--- config.mk ---
export PLATFORM = sky130hd
export DESIGN_NAME = trl_readback_top
export DESIGN_NICKNAME = d
export VERILOG_FILES = /design/src/trl_pkg.sv /design/src/trl_chan.sv /design/src/timer_readback_status_latch.sv
export SDC_FILE = /design/constraint.sdc
export NUM_CORES = 1
export LEC_CHECK = 0
export BUFFER_PORTS_ARGS = -buffer_cell sky130_fd_sc_hd__buf_4
export CORE_MARGIN = 8
export CORE_UTILIZATION = 62
export DETAILED_ROUTE_END_ITERATION = 6
export GPL_TIMING_DRIVEN = 0
export PLACE_DENSITY = 0.85
export SETUP_SLACK_MARGIN = 0.1
export SLEW_MARGIN = 20
export SYNTH_ARGS = -nofsm -noshare
export SYNTH_HDL_FRONTEND = slang
export SYNTH_SLANG_ARGS = --single-unit
export TNS_END_PERCENT = 100
--- constraint.sdc ---
create_clock -name clk_i -period 3 [get_ports clk_i]
set_input_delay 0.6 -clock clk_i [delete_from_list [all_inputs] [get_ports clk_i]]
set_output_delay 0.6 -clock clk_i [all_outputs]
set_load 0.1 [all_outputs]
--- src/trl_pkg.sv ---
/*
  constants shared by the timer read-back / status-latch block.
  assumes a single 100 MHz clock domain and a plain register port.
*/
package trl_pkg;
  // ****************************************************************
  // register addresses (two-bit port address)
  // ****************************************************************
  localparam logic [1:0] TRL_ADDR_CNT0 = 2'h0;  // counter 0 data
  localparam logic [1:0] TRL_ADDR_CNT1 = 2'h1;  // counter 1 data
  localparam logic [1:0] TRL_ADDR_CNT2 = 2'h2;  // counter 2 data
  localparam logic [1:0] TRL_ADDR_CTRL = 2'h3;  // control word
  // ****************************************************************
  // control word fields
  // ****************************************************************
  localparam int TRL_CW_SEL_HI  = 7;  // counter select / read-back code
  localparam int TRL_CW_SEL_LO  = 6;
  localparam int TRL_CW_RW_HI   = 5;  // byte_access_sel_hi
  localparam int TRL_CW_RW_LO   = 4;  // byte_access_sel_lo
  localparam int TRL_RB_CNT_N   = 5;  // count latch, active low
  localparam int TRL_RB_STS_N   = 4;  // status latch, active low
  localparam int TRL_RB_SEL0    = 1;  // counter 0 select, 1..3 map 0..2
  localparam int TRL_RB_ZERO    = 0;  // must be zero
  localparam logic [1:0] TRL_SEL_RB    = 2'h3;  // read-back code
  localparam logic [1:0] TRL_RW_LATCH  = 2'h0;  // counter latch command
  localparam logic [1:0] TRL_RW_LSB    = 2'h1;
  localparam logic [1:0] TRL_RW_MSB    = 2'h2;
  localparam logic [1:0] TRL_RW_WORD   = 2'h3;
  localparam int TRL_STS_OUT    = 7;  // status byte: output level
  localparam int TRL_STS_PEND   = 6;  // status byte: pending-load flag
  localparam logic [5:0] TRL_MODE_RST = 6'h00;  // mode bits after reset
  localparam int TRL_NCH = 3;  // counters served
  // read sequencer states, gray along the usual path
  typedef enum logic [1:0] {
    TRL_RD_LO = 2'b00,  // next read is low byte
    TRL_RD_HI = 2'b01   // next read is high byte
  } trl_rd_t;
endpackage : trl_pkg

--- src/trl_chan.sv ---
/*
  one counter's pending-load flag, capture latches and read sequencing.
  assumes strobes are one-cycle pulses from the same clock domain.
*/
// The placing of the registers and the strobed register port were left to the implementer.
`timescale 1ns/1ps
module trl_chan
  import trl_pkg::*;
(
  input  wire logic        clk_i,       // system clock
  input  wire logic        rst_n_i,     // async reset, active low
  input  wire logic        cw_wr_i,     // control word for this counter
  input  wire logic [5:0]  cw_mode_i,   // access + mode bits of that word
  input  wire logic        data_wr_i,   // holding register byte write
  input  wire logic        load_i,      // holding value moved to counter
  input  wire logic        cnt_lat_i,   // count latch request
  input  wire logic        sts_lat_i,   // status latch request
  input  wire logic        out_lvl_i,   // counter output level
  input  wire logic [15:0] count_i,     // live count
  input  wire logic        rd_i,        // read of this counter
  output logic [7:0]       rd_data_o,   // byte returned for this read
  output logic             pend_o       // pending-load flag
);
  import trl_pkg::*;
  // ****************************************************************
  // state
  // ****************************************************************
  logic        pend_reg;      // pending-load flag
  logic [5:0]  mode_reg;      // last programmed access + mode
  logic        wbyte_reg;     // never driven; the word write byte phase is kept in wrh_reg
  logic        cnt_v_reg;     // count captured, unread
  logic [15:0] cnt_reg;       // captured count
  logic        sts_v_reg;     // status captured, unread
  logic [7:0]  sts_reg;       // captured status
  trl_rd_t     rdph_reg;      // byte phase of count reads
  logic        wrh_reg;       // write byte phase for word format
  // ****************************************************************
  // decode
  // ****************************************************************
  wire [1:0] acc       = mode_reg[5:4];
  wire       word_fmt  = (acc == TRL_RW_WORD);
  wire       wr_done   = data_wr_i && (!word_fmt || wrh_reg);
  wire       pend_set  = cw_wr_i || wr_done;
  wire       hi_now    = (acc == TRL_RW_MSB) || (word_fmt && rdph_reg == TRL_RD_HI);
  wire [15:0] cnt_src  = cnt_v_reg ? cnt_reg : count_i;
  wire [7:0] cnt_byte  = hi_now ? cnt_src[15:8] : cnt_src[7:0];
  wire       rd_sts    = rd_i && sts_v_reg;
  wire       rd_cnt    = rd_i && !sts_v_reg;
  wire       cnt_last  = rd_cnt && (!word_fmt || rdph_reg == TRL_RD_HI);
  wire [7:0] sts_now   = {out_lvl_i, pend_reg, mode_reg};
  // ****************************************************************
  // registers
  // ****************************************************************
  // pending flag: set wins over a same-cycle load
  always_ff @(posedge clk_i or negedge rst_n_i) begin
    if (!rst_n_i) begin
      pend_reg <= 1'b0;
    end else if (pend_set) begin
      pend_reg <= 1'b1;
    end else if (load_i) begin
      pend_reg <= 1'b0;
    end
  end
  // mode and write byte phase
  always_ff @(posedge clk_i or negedge rst_n_i) begin
    if (!rst_n_i) begin
      mode_reg <= TRL_MODE_RST;
      wrh_reg  <= 1'b0;
    end else if (cw_wr_i) begin
      mode_reg <= cw_mode_i;
      wrh_reg  <= 1'b0;
    end else if (data_wr_i && word_fmt) begin
      wrh_reg  <= !wrh_reg;
    end
  end
  // count capture; first request holds until fully read
  always_ff @(posedge clk_i or negedge rst_n_i) begin
    if (!rst_n_i) begin
      cnt_v_reg <= 1'b0;
      cnt_reg   <= 16'h0000;
    end else if (cw_wr_i) begin
      cnt_v_reg <= 1'b0;  // new control word drops a held count
    end else if (cnt_lat_i && !cnt_v_reg) begin
      cnt_v_reg <= 1'b1;
      cnt_reg   <= count_i;
    end else if (cnt_last) begin
      cnt_v_reg <= 1'b0;
    end
  end
  // status capture; first request wins
  always_ff @(posedge clk_i or negedge rst_n_i) begin
    if (!rst_n_i) begin
      sts_v_reg <= 1'b0;
      sts_reg   <= 8'h00;
    end else if (sts_lat_i && !sts_v_reg) begin
      sts_v_reg <= 1'b1;
      sts_reg   <= sts_now;
    end else if (rd_sts) begin
      sts_v_reg <= 1'b0;
    end
  end
  // read byte phase; the byte itself is registered once, at the top
  always_ff @(posedge clk_i or negedge rst_n_i) begin
    if (!rst_n_i) begin
      rdph_reg <= TRL_RD_LO;
    end else if (cw_wr_i) begin
      rdph_reg <= TRL_RD_LO;
    end else if (rd_cnt && word_fmt) begin
      rdph_reg <= (rdph_reg == TRL_RD_LO) ? TRL_RD_HI : TRL_RD_LO;
    end
  end
  // byte this read returns: held status first, then count bytes
  assign rd_data_o = sts_v_reg ? sts_reg : cnt_byte;
  assign pend_o = pend_reg;
  // ****************************************************************
  // checks
  // ****************************************************************
  chk_pend_set: assert property (@(posedge clk_i) disable iff (!rst_n_i)
    pend_set |=> pend_reg) else $error("pending flag not set");
  chk_pend_clr: assert property (@(posedge clk_i) disable iff (!rst_n_i)
    (load_i && !pend_set) |=> !pend_reg) else $error("pending flag not cleared");
  chk_word_first: assert property (@(posedge clk_i) disable iff (!rst_n_i)
    (data_wr_i && word_fmt && !wrh_reg && !cw_wr_i && !pend_reg && !load_i)
      |=> !pend_reg) else $error("flag set on first byte");
  chk_sts_hold: assert property (@(posedge clk_i) disable iff (!rst_n_i)
    (sts_v_reg && !rd_i) |=> (sts_v_reg && $stable(sts_reg)))
    else $error("held status changed");
  chk_cnt_hold: assert property (@(posedge clk_i) disable iff (!rst_n_i)
    (cnt_v_reg && !rd_i && !cw_wr_i) |=> (cnt_v_reg && $stable(cnt_reg)))
    else $error("held count changed");
  chk_sts_first: assert property (@(posedge clk_i) disable iff (!rst_n_i)
    (rd_i && sts_v_reg && cnt_v_reg) |-> (rd_data_o == sts_reg) ##1 (cnt_v_reg && !sts_v_reg))
    else $error("status not returned first");
  chk_sts_cap: assert property (@(posedge clk_i) disable iff (!rst_n_i)
    (sts_lat_i && !sts_v_reg) |=> (sts_reg == {$past(out_lvl_i), $past(pend_reg),
    $past(mode_reg)})) else $error("status capture wrong");
  chk_sts_rel: assert property (@(posedge clk_i) disable iff (!rst_n_i)
    (rd_i && sts_v_reg && !sts_lat_i) |=> !sts_v_reg)
    else $error("status latch not released");
endmodule : trl_chan

--- src/timer_readback_status_latch.sv ---
/*
  top of the read-back / status-latch block: command decode and read mux.
  assumes bus strobes and counter events are synchronous to clk_i.
*/
`timescale 1ns/1ps
module trl_readback_top
  import trl_pkg::*;
#(
  parameter int NCH = TRL_NCH  // counters served
)(
  input  wire logic             clk_i,      // 100 MHz clock
  input  wire logic             rst_n_i,    // async reset, active low
  input  wire logic [1:0]       addr_i,     // register address
  input  wire logic [7:0]       wdata_i,    // write data
  input  wire logic             wr_i,       // write strobe
  input  wire logic             rd_i,       // read strobe
  input  wire logic [NCH-1:0]   load_i,     // per counter holding-to-counter load
  input  wire logic [NCH-1:0]   out_lvl_i,  // per counter output level
  input  wire logic [16*NCH-1:0] count_i,   // per counter live count
  output logic [7:0]            rdata_o,    // read data, cycle after rd_i
  output logic [NCH-1:0]        pend_o      // pending-load flags
);
  import trl_pkg::*;
  if (NCH != TRL_NCH) begin : g_bad
    $error("only three counters supported");
  end
  // ****************************************************************
  // command decode
  // ****************************************************************
  wire        ctrl_wr  = wr_i && (addr_i == TRL_ADDR_CTRL);
  wire        is_rb    = wdata_i[TRL_CW_SEL_HI:TRL_CW_SEL_LO] == TRL_SEL_RB;
  wire        rb_ok    = ctrl_wr && is_rb && !wdata_i[TRL_RB_ZERO];
  wire        is_latch = wdata_i[TRL_CW_RW_HI:TRL_CW_RW_LO] == TRL_RW_LATCH;
  wire [1:0]  cw_sel   = wdata_i[TRL_CW_SEL_HI:TRL_CW_SEL_LO];
  logic [7:0] rdata_reg;  // returned byte, launched by rd_i
  logic [NCH-1:0] pend_w;
  logic [7:0] byte_w [NCH];
  // ****************************************************************
  // per counter
  // ****************************************************************
  for (genvar g = 0; g < NCH; g++) begin : g_ch
    wire sel_rb = rb_ok && wdata_i[TRL_RB_SEL0 + g];
    wire sel_cw = ctrl_wr && !is_rb && (cw_sel == 2'(g));
    trl_chan u_ch (
      .clk_i     (clk_i),
      .rst_n_i   (rst_n_i),
      .cw_wr_i   (sel_cw && !is_latch),
      .cw_mode_i (wdata_i[TRL_CW_RW_HI:0]),
      .data_wr_i (wr_i && addr_i == 2'(g)),
      .load_i    (load_i[g]),
      .cnt_lat_i ((sel_rb && !wdata_i[TRL_RB_CNT_N]) || (sel_cw && is_latch)),
      .sts_lat_i (sel_rb && !wdata_i[TRL_RB_STS_N]),
      .out_lvl_i (out_lvl_i[g]),
      .count_i   (count_i[16*g +: 16]),
      .rd_i      (rd_i && addr_i == 2'(g)),
      .rd_data_o (byte_w[g]),
      .pend_o    (pend_w[g])
    );
  end
  // ****************************************************************
  // outputs
  // ****************************************************************
  // read mux; control address reads as zero
  wire       rd_chan = (addr_i != TRL_ADDR_CTRL);
  wire [7:0] rd_byte = rd_chan ? byte_w[addr_i] : 8'h00;
  // registered here so rdata_o comes straight from a flop
  always_ff @(posedge clk_i or negedge rst_n_i) begin
    if (!rst_n_i) begin
      rdata_reg <= 8'h00;
    end else if (rd_i) begin
      rdata_reg <= rd_byte;
    end
  end
  assign rdata_o = rdata_reg;
  assign pend_o = pend_w;
endmodule : trl_readback_top

==> flow_summary_export.csv, run 1 <==
group,metric,value,unit
status,status,"completed",
sta,fin_crit_sh,77.8,%
detailed_routing,firstDrtPassIters,5,
flow_run,maxCapViolations,0,
placement,hpwlAfterDp,10400,µm
global_routing,grt_pass1_wl,24900,µm
sta,setup_viol,0,
global_routing,antenna_found_initial,0,
critical_path,r2r_setup_slack,0.75,ns
critical_path,slowest_delay,0.90,ns
global_routing,grt_overflow,0,
yosys,synthSimpleGateAreaFrac,11.5,%
finish,area_growth,23.6,%
yosys,syn_inst,463,
critical_path,crit_required,3.40,ns
placement,preCtsSetupSlack,0.252,ns
yosys,synth_nets,531,
critical_path,path_max_fanout,9,
yosys,synth_xor_area_share,0.469,%
finish,post-route-util,79.1,%
floorplan,die_h,111,µm
global_routing,grt_pass1_vias,4756,
finish,final_nets,626,
yosys,synth_area_leaders,"dfrtp_1 50%, mux2_2 14%, mux4_2 6.4%",
power,swShare,29.8,%
sta,hold_viol_final,0,
clock_tree,cts-root-buf,"clkbuf_8",
power,power_density,733,nW/µm²
finish,n_fill_cell,505,
sta,fin_crit,2.33,ns
detailed_routing,routed-via-count,4447,
clock_tree,cts_hold_buf,0,
critical_path,crit_path_end_kind,"flop",
critical_path,regToRegEndpoint,"rdata_o[7]$_DFFE_PN0P_",
yosys,synth_compound_area_share,11.7,%
detailed_routing,routedWlPerCell,22.9,µm
finish,largest_reg_flops,48,
detailed_routing,drt_iter0_markers,448,
yosys,synth-seq-cells,113,
yosys,synthAdderAreaFrac,0,%
power,power.leakage,3.24,nW
finish,fin_area,6930,µm²
detailed_routing,drt_wl_total,15500,µm
finish,num_antenna_cells,0,
placement,gp_congestion,0.880,
critical_path,critPathKind,"in -> reg",
critical_path,cp.arrival,2.73,ns
critical_path,critPathSlowestCell,"nor3_1",
yosys,ys_seq_area_share,50.4,%
power,combPwrFrac,20.7,%
clock_tree,postCtsSetupRepairBufs,0,
clock_tree,clkSinkCount,113,
clock_tree,cts_max_level,4,
yosys,synthFlopType,"dfrtp_1",
critical_path,r2r_start,"g_ch[1].u_ch.mode_reg[5]$_DFFE_PN0P_",
sta,fmax,428,MHz
critical_path,worst_setup_path_start_kind,"primary input",
placement,dpl_cell_area,6320,µm²
sta,rsz0062_at_grt,"no",
sta,slew_violations,0,
floorplan,num_io_pins,79,
floorplan,coreArea,8760,µm²
yosys,synthArstFlopShare,100,%
clock_tree,clockBufferDepth,2,
yosys,synth_top_area_share,50.4,%
yosys,synth_largest_area_cell,"dfrtp_1",
floorplan,fp.dieW,111,µm
sta,worst_pin_slew,1.12,ns
clock_tree,ctsResizeCount,0,
clock_tree,numCtsBuffers,17,
power,switchingPower,1.51,mW
yosys,synth_enable_flop_cells,0,
placement,portBuffers,76,
yosys,synth_area_per_cell,12.1,µm²
critical_path,critical-path-top-delay-family,"simple AND/OR/NAND/NOR gates",
detailed_routing,ant_nets,0,
finish,drive_gt1_share,38.5,%
yosys,ys_types,41,
clock_tree,insertion_delay,0.52,ns
power,internal-power,3.57,mW
global_routing,track_usage,25.2,%
detailed_routing,via_per_inst,6.55,
clock_tree,cts_tree,"done",
sta,skew,0.00805,ns
sta,finalSetupTns,0,ns
min_path,min_path_type,"in -> async",
power,power_frac_clock,40.8,%
critical_path,critPathBufInv,1,
yosys,syn-cell-area,5610,µm²
power,ir_drop,0.471,mV
critical_path,path_cells,"clkbuf_1 > nor2_1 > nor3_1 > mux2_2",
clock_tree,path_clk_slew,0.06,ns
sta,slew_headroom,25.1,%
power,seqPwrFrac,38.5,%
floorplan,dieArea,12300,µm²
global_routing,grt_max_degree,114,
detailed_routing,route.detailed.drc,0,
yosys,synth_top_family_by_area,"multiplexers",
floorplan,num_rows,34,
sta,worst_slack,0.665,ns
floorplan,start_util,64.0,%
critical_path,r2r_cells,5,
yosys,synthMuxAreaShare,23.3,%
yosys,yosys_warnings,0,
## power by group through the flow
stage / registers (mW) / clock network [mW] / logic [mW]
2_1_floorplan: 2.04 / 0 / 0.609
3_5_place_dp: 1.97 / 0 / 1.02
4_1_cts: 1.95 / 2.08 / 1.05
3_3_place_gp: 1.94 / 0 / 0.985
6_report: 1.96 / 2.08 / 1.05
5_1_grt: 1.98 / 2.14 / 1.13
## cell families (layout without fill, tap and decap cells)
family / Yosys count / count (layout)
AO/OA/AOI/OAI: 102 / 102
XOR/XNOR: 3 / 3
buffers and inverters: 31 / 139
flip-flops: 113 / 113
multiplexers: 97 / 97
AND/OR/NAND/NOR: 117 / 117
## metal layers
metal / vias to the layer above / GRT usage, % / share of wire, %
li1: 1909 / - / -
met1: 2236 / 29.5 / 39
met2: 251 / 41.3 / 50
met3: 51 / 7.85 / 8.3
met4: 0 / 11.9 / 3.1
met5: - / 0 / 0
## cells in the mapped netlist, drive strengths merged (5+ instances only)
cell type    n
dfrtp      113
nand4        5
nand2b      10
o211ai       9
nand2       44
o21ai       31
a22oi        8
clkbuf      17
inv          6
a21oi       19
mux4        16
a22o         5
mux2        80
nor2b       15
nor3b        5
nand3       11
a31oi       14
nor3         5
nor2        11
buf          8
or3          5
o211a        6
## worst max path at each step
stage / startpoint / end / slack (ns) / depth (start not counted)
5_1_grt: g_ch[1].u_ch.mode_reg[5]$_DFFE_PN0P_ / rdata_o[3]$_DFFE_PN0P_ / 0.60 / 5
3_3_place_gp: wdata_i[5] / g_ch[1].u_ch.mode_reg[1]$_DFFE_PN0P_ / 0.24 / 4
4_1_cts: g_ch[1].u_ch.mode_reg[5]$_DFFE_PN0P_ / rdata_o[7]$_DFFE_PN0P_ / 0.78 / 5
6_report: wdata_i[5] / g_ch[1].u_ch.mode_reg[3]$_DFFE_PN0P_ / 0.67 / 4
3_5_place_dp: wdata_i[5] / g_ch[1].u_ch.mode_reg[0]$_DFFE_PN0P_ / 0.25 / 4
2_1_floorplan: wr_i / g_ch[2].u_ch.cnt_reg[10]$_DFFE_PN0P_ / 0.88 / 6
## cell type report
type	instances	area (µm²)	share of cell area (%)
tap	108	135	1.95
buffer	25	125	1.81
clock buffer	20	455	6.57
clock inverter	12	156	2.26
inverter	6	22.5	0.325
multi-input combinational	319	2630	38.0
sequential	113	2830	40.8
timing repair buffer	76	577	8.32
## per-stage QoR
stage               instances  power, mW  hold WS (ns)
finish                    679       5.08         0.162
global route              679       5.24         0.254
CTS                       679       5.07         0.281
detailed placement        647       2.99         0.465
global placement          647       2.93         0.457
floorplan                 463       2.65         0.304
## placed cells by master, fill, tap and decap left out, types with 5 or more instances in the layout
master     Yosys  layout
mux2_4         9       9
a21oi_1       19      19
a22oi_1        8       8
clkbuf_8       0       5
nand2_1       44      44
o211a_1        6       6
a22o_1         5       5
nor2b_1       15      15
nand2b_1      10      10
dfrtp_1      113     113
o211ai_1       9       9
a31oi_1       14      14
or3_1          5       5
clkbuf_16      0      16
mux2_2        71      71
nor2_1        11      11
inv_1          6       6
buf_4          4      79
mux4_2        16      16
o21ai_0       30      30
clkbuf_1      17      17
nand3_1       11      11
## worst reg2reg max path: cells and delay by family, from the launching register on
kind	cells	cell delay (ns)
AOI/OAI and AO/OA	2	0.43
buffers and inverters	1	0.35
DFF	1	0.34
muxes	1	0.58
and+or+nand+nor	1	0.41
No activity file was read; power rests on OpenSTA's default activity.
==> run 2: changes to the inputs <==
--- a/config.mk
+++ b/config.mk
@@ -7,10 +7,10 @@
 export LEC_CHECK = 0
 export BUFFER_PORTS_ARGS = -buffer_cell sky130_fd_sc_hd__buf_4
 export CORE_MARGIN = 8
-export CORE_UTILIZATION = 62
+export CORE_UTILIZATION = 57
 export DETAILED_ROUTE_END_ITERATION = 6
 export GPL_TIMING_DRIVEN = 0
-export PLACE_DENSITY = 0.85
+export PLACE_DENSITY = 0.79
 export SETUP_SLACK_MARGIN = 0.1
 export SLEW_MARGIN = 20
 export SYNTH_ARGS = -nofsm -noshare
==> constraint.sdc (replaced) <==
create_clock -name clk_i -period 2.3 [get_ports clk_i]
set_input_delay 0.46 -clock clk_i [delete_from_list [all_inputs] [get_ports clk_i]]
set_output_delay 0.46 -clock clk_i [all_outputs]
set_load 0.1 [all_outputs]
==> run 2 against run 1 <==
  * Worst setup slack lost 0.41 ns
  * First-iteration DRC count fell by 15%
  * Die area grew 7.5%
  * Critical path type unchanged
  * Critical endpoint is now g_ch[2].u_ch.cnt_reg[10]$_DFFE_PN0P_
  * Largest cell class unchanged
  * Highest routed layer unchanged
==> flow_summary_export.csv, run 2 (synthesis results as in run 1) <==
group,metric,value,unit
sta,hold_viol_final,0,
critical_path,path_max_fanout,10,
critical_path,regToRegEndpoint,"rdata_o[6]$_DFFE_PN0P_",
finish,n_fill_cell,656,
power,power.leakage,3.24,nW
sta,worst_pin_slew,0.885,ns
detailed_routing,drt_iter0_markers,382,
finish,largest_reg_flops,48,
finish,drive_gt1_share,38.5,%
clock_tree,insertion_delay,0.53,ns
clock_tree,clkSinkCount,113,
floorplan,num_rows,36,
sta,fin_crit,2.04,ns
detailed_routing,drt_wl_total,14300,µm
floorplan,dieArea,13300,µm²
placement,gp_congestion,0.888,
clock_tree,cts_tree,"done",
global_routing,grt_overflow,0,
finish,final_nets,626,
critical_path,cp.arrival,2.45,ns
sta,worst_slack,0.256,ns
finish,area_growth,23.8,%
sta,skew,0.00513,ns
global_routing,antenna_found_initial,0,
floorplan,start_util,57.9,%
global_routing,track_usage,22.8,%
floorplan,fp.dieW,115,µm
sta,slew_violations,0,
placement,portBuffers,76,
critical_path,crit_path_end_kind,"flop",
finish,fin_cells,704,
sta,holdWs,0.0468,ns
finish,fin_area,6940,µm²
sta,slew_headroom,41.0,%
sta,setup_viol,0,
critical_path,worst_setup_path_start_kind,"primary input",
detailed_routing,via_per_inst,6.06,
finish,post-route-util,71.7,%
critical_path,crit_required,2.71,ns
floorplan,coreArea,9680,µm²
critical_path,r2r_start,"g_ch[0].u_ch.mode_reg[4]$_DFFE_PN0P_",
power,power_density,926,nW/µm²
finish,final_common_cell,"dfrtp_1",
critical_path,critPathKind,"in -> reg",
sta,fmax,489,MHz
floorplan,num_io_pins,79,
critical_path,r2r_cells,5,
global_routing,grt_max_degree,114,
finish,layout_common_cells,"113 x dfrtp_1, 79 x buf_4, 71 x mux2_2",
sta,rsz0062_at_grt,"no",
global_routing,grt_pass1_wl,22900,µm
critical_path,r2r_setup_slack,0.26,ns
flow_run,maxCapViolations,0,
detailed_routing,routed-via-count,4268,
detailed_routing,firstDrtPassIters,7,
clock_tree,path_clk_slew,0.05,ns
min_path,min_path_type,"in -> async",
clock_tree,cts-root-buf,"clkbuf_8",
sta,finalSetupTns,0,ns
placement,hpwlAfterDp,10000,µm
status,status,"completed",
placement,placed_cells,672,
clock_tree,numCtsBuffers,17,
placement,preCtsSetupSlack,-0.318,ns
detailed_routing,ant_nets,0,
global_routing,grt_pass1_vias,4585,
finish,num_antenna_cells,0,
placement,dpl_cell_area,6350,µm²
clock_tree,cts_max_level,4,
power,ir_drop,0.756,mV
power,totalPowerFinal,6.43,mW
detailed_routing,route.detailed.drc,0,
clock_tree,clockBufferDepth,2,
detailed_routing,routedWlPerCell,20.3,µm
floorplan,die_h,115,µm
sta,fin_crit_sh,88.9,%
run 2: cell count changes in the layout (fill, tap and decap cells not counted):
cell        before  now
nor3b_2          2    1
nor3b_4          3    4
clkinv_2         2    7
clkbuf_8         5    3
clkinvlp_4       4    2
clkbuf_1        17   19
nor3_2           0    1
nand2_1         44   43
nor3_1           4    3
clkinv_4         2    0
inv_6            1    0
nand2_2          0    1
run 2: cell type report:
class	instances	area [µm²]	share of cell area, %
repair buffers	76	577	8.31
clock inverters	12	140	2.02
well taps	133	166	2.40
multi-input cells	319	2650	38.1
flip-flops and latches	113	2830	40.7
clock buffers	20	435	6.27
plain buffers	25	125	1.80
inverters	6	22.5	0.324
run 2: worst max-delay path by stage:
stage,from,end,slack [ns],depth (start not counted)
final,wr_i,g_ch[2].u_ch.cnt_reg[10]$_DFFE_PN0P_,0.26,7
after global routing,g_ch[0].u_ch.mode_reg[4]$_DFFE_PN0P_,rdata_o[6]$_DFFE_PN0P_,0.12,5
after CTS,wr_i,g_ch[2].u_ch.cnt_reg[10]$_DFFE_PN0P_,0.16,7
after detailed placement,wr_i,g_ch[2].u_ch.cnt_reg[13]$_DFFE_PN0P_,-0.32,7
after global placement,wr_i,g_ch[2].u_ch.cnt_reg[12]$_DFFE_PN0P_,-0.30,7
after floorplan,wr_i,g_ch[2].u_ch.cnt_reg[10]$_DFFE_PN0P_,0.32,6
run 2: report_power, final:
part / internal (mW) / switching [mW] / leakage, nW
combinational: 0.594 / 0.746 / 1.47
clock: 1.66 / 0.889 / 0.284
sequential: 2.33 / 0.214 / 1.48
run 2: timing repair:
action / 4_1_cts / 5_1_grt
setup buffers: 0 / 0
gates resized for setup: 0 / 2
endpoints found under the hold margin: 0 / 0
hold buffers: 0 / 0
setup endpoints to repair: 0 / 11
run 2: worst max-delay path, cell delays in order:
cell and delay [ns]:
buf_4 0.16, nand3_1 0.17, nor3b_4 0.39, a22oi_1 0.22, nor3_4 0.41, buf_4 0.28
mux2_2 0.35
run 2: routing by layer:
| layer | part of all wire, % | global-route usage (%) |
|---|---|---|
| met1 | 40 | 27.0 |
| met2 | 50 | 36.9 |
| met3 | 7.5 | 7.88 |
| met4 | 2.3 | 10.2 |
| met5 | 0 | 0 |
